[src/logic/mfrm_pkg.sv]
/*
 * Shared constants and carrier types of the motor fault response manager.
 * Assumes a single 100 MHz clock and APB register access.
 */
package mfrm_pkg;

  // ************************************************************
  // Timing
  // ************************************************************
  localparam int CLK_MHZ         = 100;
  localparam int T_OC_RETRY_US   = 5000;   // Overcurrent retry time
  localparam int T_LOCK_RETRY_TIME_US  = 100000; // Lock retry time
  localparam int T_OPEN_PHASE_MS = 500;
  localparam int T_BUCK_DEG_NS   = 1000;
  localparam int OC_RETRY_CYC    = T_OC_RETRY_US * CLK_MHZ;
  localparam int LOCK_RETRY_TIME_CYC   = T_LOCK_RETRY_TIME_US * CLK_MHZ;
  localparam int OPEN_PHASE_CYC  = T_OPEN_PHASE_MS * 1000 * CLK_MHZ;
  localparam int BUCK_DEG_CYC    = (T_BUCK_DEG_NS * CLK_MHZ + 999) / 1000;
  // Supply levels in 0.1 V steps
  localparam int UV_HYST_DV      = 5;
  localparam int UV_STEP_DV      = 30;

  // ************************************************************
  // Register offsets and fields
  // ************************************************************
  localparam logic [11:0] ADDR_CTRL   = 12'h000;
  localparam logic [11:0] ADDR_STATUS = 12'h004;
  localparam logic [11:0] ADDR_THR    = 12'h008;
  localparam logic [11:0] ADDR_THR2   = 12'h00c;
  localparam logic [11:0] ADDR_DEG    = 12'h010;
  localparam int CT_OC_MODE  = 0;  // 2 bits
  localparam int CT_ILIM     = 4;  // 4 bits
  localparam int CT_LOCK     = 8;  // 4 bits
  localparam int CT_EN       = 12; // 3 lock enables
  localparam int CT_UV_MODE  = 15;
  localparam int CT_CLR      = 16; // Write 1 to clear faults
  localparam int ST_DRV      = 0;
  localparam int ST_OC       = 1;
  localparam int ST_FET      = 2;  // 6 bits
  localparam int ST_CTL      = 8;
  localparam int ST_ILIM     = 9;
  localparam int ST_LOCK     = 10;
  localparam int ST_COND     = 11; // 3 bits
  localparam int ST_UV       = 14;
  localparam int ST_PIN      = 15;
  localparam int TH_EMF      = 16;
  localparam int T2_UVLO     = 16; // 3 bits
  localparam int T2_UVHI     = 20; // 3 bits
  localparam int DG_OC       = 8;
  localparam logic [31:0] CTRL_RST = 32'h0000_0000;
  localparam logic [31:0] THR_RST  = 32'hffff_ffff;
  localparam logic [31:0] THR2_RST = 32'h0000_0000;
  localparam logic [31:0] DEG_RST  = 32'h0000_0404;

  // ************************************************************
  // Types
  // ************************************************************
  typedef enum logic [1:0] {
    MFRM_GATE_RUN = 2'b00,
    MFRM_GATE_HIZ = 2'b01,
    MFRM_GATE_HS  = 2'b10,
    MFRM_GATE_LS  = 2'b11
  } mfrm_gate_t;

  typedef struct packed {
    logic        psel;
    logic        penable;
    logic        pwrite;
    logic [11:0] paddr;
    logic [31:0] pwdata;
  } mfrm_apb_req_t;

  typedef struct packed {
    logic        motor_running;
    logic [15:0] speed;
    logic [15:0] emf_diff;
    logic [35:0] phase_i;  // Three 12-bit phase currents
    logic [9:0]  supply_dv;
  } mfrm_sense_t;

endpackage

[src/logic/mfrm_filt.sv]
/*
 * Pin synchroniser with deglitch counter.
 * Assumes raw comes from outside the pclk domain.
 */
module mfrm_filt
  import mfrm_pkg::*;
#(
  parameter int CW = 8
)
(
  input  wire logic          pclk,    // Clock
  input  wire logic          presetn, // Async reset, low
  input  wire logic          raw,     // Asynchronous input
  input  wire logic [CW-1:0] deg,     // Deglitch in cycles
  output logic               level,   // Filtered level
  output logic               hit      // Held longer than deg
);

  typedef struct packed {
    logic          s1;
    logic          s2;
    logic          s3;
    logic          lvl;
    logic [CW-1:0] cnt;
  } mfrm_filt_st_t;

  mfrm_filt_st_t st;
  mfrm_filt_st_t next_st;

  // ************************************************************
  // Sync, agree and count
  // ************************************************************
  always_comb
  begin
    next_st = st;
    next_st.s1 = raw;
    next_st.s2 = st.s1;
    next_st.s3 = st.s2;
    // Only the agreeing late stages may move the level
    if (st.s2 == st.s3)
      next_st.lvl = st.s3;
    if (!st.lvl)
      next_st.cnt = '0;
    else if (st.cnt != '1)
      next_st.cnt = st.cnt + 1'b1;
  end

  always_ff @(posedge pclk or negedge presetn)
  begin
    if (!presetn)
      st <= '0;
    else
      st <= next_st;
  end

  assign level = st.lvl;
  assign hit   = st.lvl && (st.cnt > deg);
endmodule

[src/logic/mfrm_core.sv]
/*
 * Fault response manager: power stage overcurrent with retry, buck
 * overcurrent reset, hardware current limit, motor lock detectors and
 * supply undervoltage, all but the buck trip driving gate mode and the open-drain fault pin.
 * Assumes APB access, comparator outputs on pins and same-clock sense data.
 */
module mfrm_core
  import mfrm_pkg::*;
#(
  parameter int OC_RETRY  = OC_RETRY_CYC,
  parameter int LOCK_RETRY_TIME = LOCK_RETRY_TIME_CYC,
  parameter int OPEN_TIME = OPEN_PHASE_CYC
)
(
  input  wire logic          pclk,            // Clock, 100 MHz
  input  wire logic          presetn,         // Async reset, low
  input  wire mfrm_apb_req_t apb_req,         // APB request
  output logic [31:0]        prdata,          // APB read data
  output logic               pready,          // APB ready
  output logic               pslverr,         // APB error
  input  wire logic [5:0]    fet_overcurrent, // Per-transistor comparator
  input  wire logic          buck_overcurrent,// Buck high-side comparator
  input  wire logic          csa_over_limit,  // Current limit comparator
  input  wire mfrm_sense_t   sense,           // Same-clock sense data
  input  wire logic          fault_pin_n_in,  // Fault pin level
  output logic               fault_pin_n_out, // Fault pin drive value
  output logic               fault_pin_n_oe,  // Fault pin pulled low
  output mfrm_gate_t         gate_mode,       // Gate drive command
  output logic               buck_hiz,        // Buck switches off
  output logic               reset_req        // Device reset request
);

  typedef struct packed {
    logic [31:0] ctrl;
    logic [31:0] thr;
    logic [31:0] thr2;
    logic [31:0] deg;
    logic [31:0] rdata;
    logic        err;
    logic [5:0]  oc_fet;
    logic        oc_flag;
    logic        drv_fault;
    logic        oc_off;
    logic [31:0] oc_cnt;
    logic [1:0]  flag;      // 0 current limit, 1 motor lock
    logic [1:0]  act;
    logic [1:0]  autorec;
    logic [3:0]  act_code;
    logic [63:0] rcnt;
    logic [2:0]  cond;
    logic [31:0] open_cnt;
    logic        uv_flag;
    logic        buck_trip;
    logic        pin;
    mfrm_gate_t  gate;
  } mfrm_state_t;

  mfrm_state_t st;
  mfrm_state_t next_st;

  // ************************************************************
  // Pin filters
  // ************************************************************
  logic [8:0] raw_in;
  logic [8:0] f_lvl;
  logic [8:0] f_hit;
  logic [7:0] chan_deg [9];

  assign raw_in = {fault_pin_n_in, csa_over_limit, buck_overcurrent,
                   fet_overcurrent};

  genvar gi;
  generate
    for (gi = 0; gi < 9; gi++)
    begin : g_filt
      // Transistors share one deglitch, others have their own
      if (gi < 6)
        assign chan_deg[gi] = st.deg[DG_OC +: 8];
      else if (gi == 6)
        assign chan_deg[gi] = 8'(BUCK_DEG_CYC);
      else if (gi == 7)
        assign chan_deg[gi] = st.deg[7:0];
      else
        assign chan_deg[gi] = 8'h00;
      mfrm_filt #(.CW(8)) u_filt (
        .pclk    (pclk),
        .presetn (presetn),
        .raw     (raw_in[gi]),
        .deg     (chan_deg[gi]),
        .level   (f_lvl[gi]),
        .hit     (f_hit[gi])
      );
    end
  endgenerate

  // ************************************************************
  // Event detection
  // ************************************************************
  logic [1:0]  oc_mode;
  logic [3:0]  mode [2];
  logic [1:0]  ev;
  logic [2:0]  lc;
  logic        phase_low;
  logic        clr;
  logic [9:0]  uv_lvl;
  logic        uv_cond;
  logic        uv_ok;
  logic        wr_req;

  assign oc_mode = st.ctrl[CT_OC_MODE +: 2];
  assign mode[0] = st.ctrl[CT_ILIM +: 4];
  assign mode[1] = st.ctrl[CT_LOCK +: 4];
  assign wr_req  = apb_req.psel && apb_req.penable && apb_req.pwrite;
  assign clr     = wr_req && apb_req.paddr == ADDR_CTRL
                   && apb_req.pwdata[CT_CLR];

  // Any phase below threshold counts toward open phase
  always_comb
  begin
    phase_low = 1'b0;
    for (int p = 0; p < 3; p++)
      if (sense.phase_i[p*12 +: 12] < st.thr2[11:0])
        phase_low = 1'b1;
  end

  // Lock detectors only watch a running motor
  assign lc[0] = sense.motor_running && st.ctrl[CT_EN]
                 && sense.speed > st.thr[15:0];
  assign lc[1] = sense.motor_running && st.ctrl[CT_EN + 1]
                 && sense.emf_diff > st.thr[TH_EMF +: 16];
  assign lc[2] = st.ctrl[CT_EN + 2]
                 && st.open_cnt == OPEN_TIME;
  assign ev[0] = f_hit[7];
  assign ev[1] = |lc;

  // Trip level in 3.0 V steps per code; code zero disables the check
  assign uv_lvl  = 10'(st.thr2[T2_UVLO +: 3] * UV_STEP_DV);
  assign uv_cond = st.thr2[T2_UVLO +: 3] != 3'b000
                   && sense.supply_dv < uv_lvl;
  assign uv_ok   = sense.supply_dv > uv_lvl + 10'(UV_HYST_DV);

  // ************************************************************
  // Next state
  // ************************************************************
  always_comb
  begin
    logic       hard_off;
    logic       hs;
    logic       ls;
    logic [1:0] cd;
    hard_off = 1'b0;
    hs = 1'b0;
    ls = 1'b0;
    cd = 2'b00;
    next_st = st;

    // Register writes; clear-fault bit never stores
    if (wr_req)
    begin
      case (apb_req.paddr)
        ADDR_CTRL: next_st.ctrl = apb_req.pwdata & ~(32'h1 << CT_CLR);
        ADDR_THR:  next_st.thr  = apb_req.pwdata;
        ADDR_THR2: next_st.thr2 = apb_req.pwdata;
        ADDR_DEG:  next_st.deg  = apb_req.pwdata;
        default:   next_st.ctrl = st.ctrl;
      endcase
    end
    // Read data latched in setup phase so prdata comes from a flop
    if (apb_req.psel && !apb_req.penable)
    begin
      next_st.err   = 1'b0;
      next_st.rdata = '0;
      case (apb_req.paddr)
        ADDR_CTRL: next_st.rdata = st.ctrl;
        ADDR_THR:  next_st.rdata = st.thr;
        ADDR_THR2: next_st.rdata = st.thr2;
        ADDR_DEG:  next_st.rdata = st.deg;
        ADDR_STATUS:
        begin
          next_st.rdata[ST_DRV]      = st.drv_fault;
          next_st.rdata[ST_OC]       = st.oc_flag;
          next_st.rdata[ST_FET +: 6] = st.oc_fet;
          next_st.rdata[ST_CTL]      = |st.flag || st.uv_flag;
          next_st.rdata[ST_ILIM]     = st.flag[0];
          next_st.rdata[ST_LOCK]     = st.flag[1];
          next_st.rdata[ST_COND +: 3] = st.cond;
          next_st.rdata[ST_UV]       = st.uv_flag;
          next_st.rdata[ST_PIN]      = f_lvl[8];
        end
        default: next_st.err = 1'b1;
      endcase
    end

    // Open phase timer saturates at the 500 ms mark
    if (!(sense.motor_running && phase_low))
      next_st.open_cnt = '0;
    else if (st.open_cnt != OPEN_TIME)
      next_st.open_cnt = st.open_cnt + 1;

    // Power stage overcurrent: expiry, clear, then new event wins
    if (st.oc_cnt != 0)
    begin
      next_st.oc_cnt = st.oc_cnt - 1;
      if (st.oc_cnt == 1)
      begin
        next_st.oc_off    = 1'b0;
        next_st.drv_fault = 1'b0;
      end
    end
    if (clr && !(|f_lvl[5:0]))
    begin
      next_st.oc_flag = 1'b0;
      next_st.oc_fet  = '0;
      if (st.oc_cnt == 0)
      begin
        next_st.oc_off    = 1'b0;
        next_st.drv_fault = 1'b0;
      end
    end
    if (|f_hit[5:0] && oc_mode != 2'b11)
    begin
      next_st.oc_fet    = st.oc_fet | f_hit[5:0];
      next_st.oc_flag   = 1'b1;
      next_st.drv_fault = 1'b1;
      if (oc_mode == 2'b00)
      begin
        next_st.oc_off = 1'b1;
        next_st.oc_cnt = '0;
      end
      else if (oc_mode == 2'b01)
      begin
        next_st.oc_off = 1'b1;
        next_st.oc_cnt = 32'(OC_RETRY);
      end
    end

    // Current limit and motor lock share one response coding
    for (int k = 0; k < 2; k++)
    begin
      if (st.rcnt[k*32 +: 32] != 0)
      begin
        next_st.rcnt[k*32 +: 32] = st.rcnt[k*32 +: 32] - 1;
        if (st.rcnt[k*32 +: 32] == 1)
        begin
          next_st.act[k]     = 1'b0;
          next_st.flag[k]    = 1'b0;
          next_st.autorec[k] = 1'b0;
          if (k == 1)
            next_st.cond = 3'b000;
        end
      end
      // Clear only once the condition itself is gone
      if (clr && !ev[k] && !st.autorec[k])
      begin
        next_st.act[k]  = 1'b0;
        next_st.flag[k] = 1'b0;
        if (k == 1)
          next_st.cond = 3'b000;
      end
      if (ev[k] && !(mode[k][3] && mode[k][0]))
      begin
        next_st.flag[k] = 1'b1;
        if (k == 1)
          next_st.cond = st.cond | lc;
        if (!mode[k][3])
        begin
          next_st.act[k]           = 1'b1;
          next_st.act_code[k*2 +: 2] = mode[k][1:0];
          next_st.autorec[k]       = mode[k][2];
          next_st.rcnt[k*32 +: 32] = mode[k][2] ? 32'(LOCK_RETRY_TIME)
                                                : 32'h0000_0000;
        end
      end
    end

    // Supply undervoltage
    if (uv_cond)
      next_st.uv_flag = 1'b1;
    else if (st.ctrl[CT_UV_MODE] ? uv_ok : clr)
      next_st.uv_flag = 1'b0;

    // Buck overcurrent holds until device reset
    if (f_hit[6])
      next_st.buck_trip = 1'b1;

    // Gate mode: hard off beats any selected side drive
    hard_off = next_st.oc_off || next_st.uv_flag;
    for (int k = 0; k < 2; k++)
    begin
      cd = next_st.act_code[k*2 +: 2];
      if (next_st.act[k])
      begin
        if (cd[1] == 1'b0)
          hard_off = 1'b1;
        else if (cd[0])
          ls = 1'b1;
        else
          hs = 1'b1;
      end
    end
    if (hard_off || (hs && ls))
      next_st.gate = MFRM_GATE_HIZ;
    else if (hs)
      next_st.gate = MFRM_GATE_HS;
    else if (ls)
      next_st.gate = MFRM_GATE_LS;
    else
      next_st.gate = MFRM_GATE_RUN;
    next_st.pin = next_st.drv_fault || next_st.uv_flag
                  || |next_st.act;
  end

  // ************************************************************
  // State register
  // ************************************************************
  always_ff @(posedge pclk or negedge presetn)
  begin
    if (!presetn)
    begin
      st      <= '0;
      st.ctrl <= CTRL_RST;
      st.thr  <= THR_RST;
      st.thr2 <= THR2_RST;
      st.deg  <= DEG_RST;
    end
    else
      st <= next_st;
  end

  // Zero wait state slave
  assign pready          = 1'b1;
  assign pslverr         = apb_req.psel && apb_req.penable && st.err;
  assign prdata          = st.rdata;
  assign fault_pin_n_out = 1'b0;
  assign fault_pin_n_oe  = st.pin;
  assign gate_mode       = st.gate;
  assign buck_hiz        = st.buck_trip;
  assign reset_req       = st.buck_trip;
endmodule

[config.mk]
export PLATFORM = sky130hd
export DESIGN_NAME = mfrm_core
export DESIGN_NICKNAME = d
export VERILOG_FILES = /design/src/logic/mfrm_pkg.sv /design/src/logic/mfrm_filt.sv /design/src/logic/mfrm_core.sv
export SDC_FILE = /design/constraint.sdc
export NUM_CORES = 1
export LEC_CHECK = 0
export BUFFER_PORTS_ARGS = -buffer_cell sky130_fd_sc_hd__buf_4
export CAP_MARGIN = 20
export CORE_MARGIN = 4
export CORE_UTILIZATION = 30
export DETAILED_ROUTE_END_ITERATION = 6
export HOLD_SLACK_MARGIN = 0.05
export REMOVE_ABC_BUFFERS = 1
export SETUP_SLACK_MARGIN = 0.15
export SLEW_MARGIN = 20
export SYNTH_ARGS = -nofsm -noshare
export SYNTH_HDL_FRONTEND = slang
export SYNTH_HIERARCHICAL = 1
export SYNTH_SLANG_ARGS = --single-unit
[constraint.sdc]
create_clock -name pclk -period 9.6 [get_ports pclk]
set_input_delay 0.48 -clock pclk [delete_from_list [all_inputs] [get_ports pclk]]
set_output_delay 0.48 -clock pclk [all_outputs]
set_load 0.1 [all_outputs]
==> results_dict.tcl <==
set metrics [dict create \
    outcome "finished clean" \
    dpl_cell_area_um2 24900 \
    place_ws_ps 5350 \
    grt_pass1_wl_mm 97.3 \
    slew_headroom 0.280 \
    cts_root_buf "clkbuf_16" \
    worstSetupPathType "register to register" \
    worst_slack_ps 5320 \
    p_per_area_nw_per_um2 179 \
    fin_area_um2 26700 \
    worst_setup_path_end_kind "register" \
    grt_pass1_vias 16700 \
    multi_input_area_um2 11100 \
    clk_pin_slew_ps 70 \
    grtUsageTotal 0.152 \
    cp.arrival_ps 4730 \
    globalRouteOverflowTotal 0 \
    antenna_found_initial 15 \
    period_needed_ps 4280 \
    yosysWarnings 6 \
    grt_max_degree 135 \
    cpPeakStageDelay_ps 570 \
    fin_tns_setup_ps 0 \
    min_path_type "input port to register" \
    fp-row-count 100 \
    drive_gt1_frac 0.192 \
    slew_viol_final 0 \
    power_uw 4780 \
    fmax_ghz 0.234 \
    nets 2725 \
    syn-mean-instance-area_um2 10.0 \
    clk_path_buf_depth 3 \
    required_ps 10060 \
    cp_cell_sequence "fa_1, ha_1, fa_1, inv_1, nor3_1, nand3_1, xnor2_1, ha_1, nand3_1, nand2b_1, a21oi_1, o31a_1, o2111ai_1, a311o_1, a221o_1" \
    critPathMaxFanout 7 \
    numClockSinks 415 \
    drtAntennaViolNets 0 \
    syn_area_um2 22700 \
    area_delta_synth_final_pct 17.7 \
    avgRoutedWirePerCell_um 18.0 \
    finalCritPeriodShare 0.446 \
    setup_viol 0 \
    clk_latency_ps 600 \
    initial_utilization 0.304 \
    numCtsBuffers 48 \
    max_cap_violations 0 \
    finalWeightedCongestion 0.849 \
    worst_pin_slew_ps 1080 \
    via_per_inst 4.99 \
    cts.htree.levels 2 \
    pin_count 177 \
    die_w_um 283 \
    fillers 7552 \
    skew_ps 28.7 \
    coreArea_um2 74800 \
    portBuffers 174 \
    drt-total-wl_mm 61.8 \
    vias 17100 \
    die_area_um2 80200 \
    cp_slowest_cell "fa_1" \
    cts_setup_buffers 0 \
    max-vdd-ir-drop_uv 105 \
    hpwlAfterDp_mm 44.2 \
    startpoint_type "register" \
    rsz0062_at_grt "false" \
    seq_area_um2 10400 \
    first_pass_iters 5 \
    synthCells 2264 \
    die_h_um 283 \
    hold_viol_final 0 \
    drcViolationCount 0 \
    post-route-util 0.357 \
    cts_tree "built" \
    total_leakage_power_uw 0.0121 \
    dr.first_iter.drc_count 1271 \
]
## layout by cell type, fill, tap and decap left out, drive strengths merged, types with 99 or more instances in the layout
cell / count
dfrtp: 381
nand2: 201
buf: 197
inv: 175
ha: 170
a21oi: 146
o21ai: 137
nor2: 135
xnor2: 111
mux2: 99
## per-layer routing
| metal | up-vias | global-route usage | share of wire |
|---|---|---|---|
| li1 | 8268 | - | - |
| met1 | 8275 | 0.219 | 0.48 |
| met2 | 446 | 0.223 | 0.42 |
| met3 | 93 | 0.0467 | 0.082 |
| met4 | 18 | 0.0326 | 0.018 |
| met5 | - | 0 | 0.0019 |
## final cells by class
class / count / area share
multi-input combinational: 1568 / 0.414
clock buffer: 72 / 0.0555
timing repair buffer: 207 / 0.0607
tap: 969 / 0.0453
sequential: 415 / 0.390
inverter: 175 / 0.0246
clock inverter: 18 / 0.00992
antenna: 4 / 0.000374
## through the flow
step           std cells  hold WS, ps
3_3_place_gp        3323          333
6_report            3428          124
4_1_cts             3423         85.1
5_1_grt             3425          110
2_1_floorplan       2158          184
3_5_place_dp        3323          335
## sequential cells by signal, summed over array words and instances, names as in the netlist
signal	count
oc_mode	2
g_filt.u_filt/next_st	18
g_filt.u_filt/st	73
mode	8
prdata	32
gate_mode	2
st	253
chan_deg	16
fault_pin_n_oe	1
g_filt.u_filt/level	9
buck_hiz	1
## path summary, 6_finish.rpt
kind                                              start                      endpoint  slack (ps)  depth (start not counted)
max                                             st[236]                  gate_mode[0]        5320                         15
min                                         apb_req[14]                       st[266]         120                          3
max reg2reg                                     st[236]                  gate_mode[0]        5320                         15
min reg2reg                g_filt[4].u_filt/next_st[10]   g_filt[4].u_filt/next_st[9]         340                          0
max in group asynchronous                       presetn                       st[101]        7240                          4
min in group asynchronous                       presetn  g_filt[5].u_filt/next_st[10]         440                          2
## timing repair
| action | 4_1_cts | 5_1_grt |
|---|---|---|
| endpoints found under the hold margin | 75 | 0 |
| resized for setup | 0 | 0 |
| hold buffers | 10 | 0 |
## critical path, delay by kind of cell, from the launching register on
family / cells / cell delay [ps]
buffers and inverters: 1 / 70
XOR/XNOR: 1 / 160
adder cells (fa/ha/maj): 4 / 1660
AND/OR/NAND/NOR: 4 / 630
flip-flops: 1 / 470
AO/OA/AOI/OAI: 5 / 1130
## report_power, final
| group | switching (uW) | internal, uW | leakage, uW |
|---|---|---|---|
| Clock | 771 | 1230 | 0.000852 |
| Sequential | 117 | 1860 | 0.00528 |
| Combinational | 470 | 329 | 0.00598 |
(Power assumes the default switching activity.)
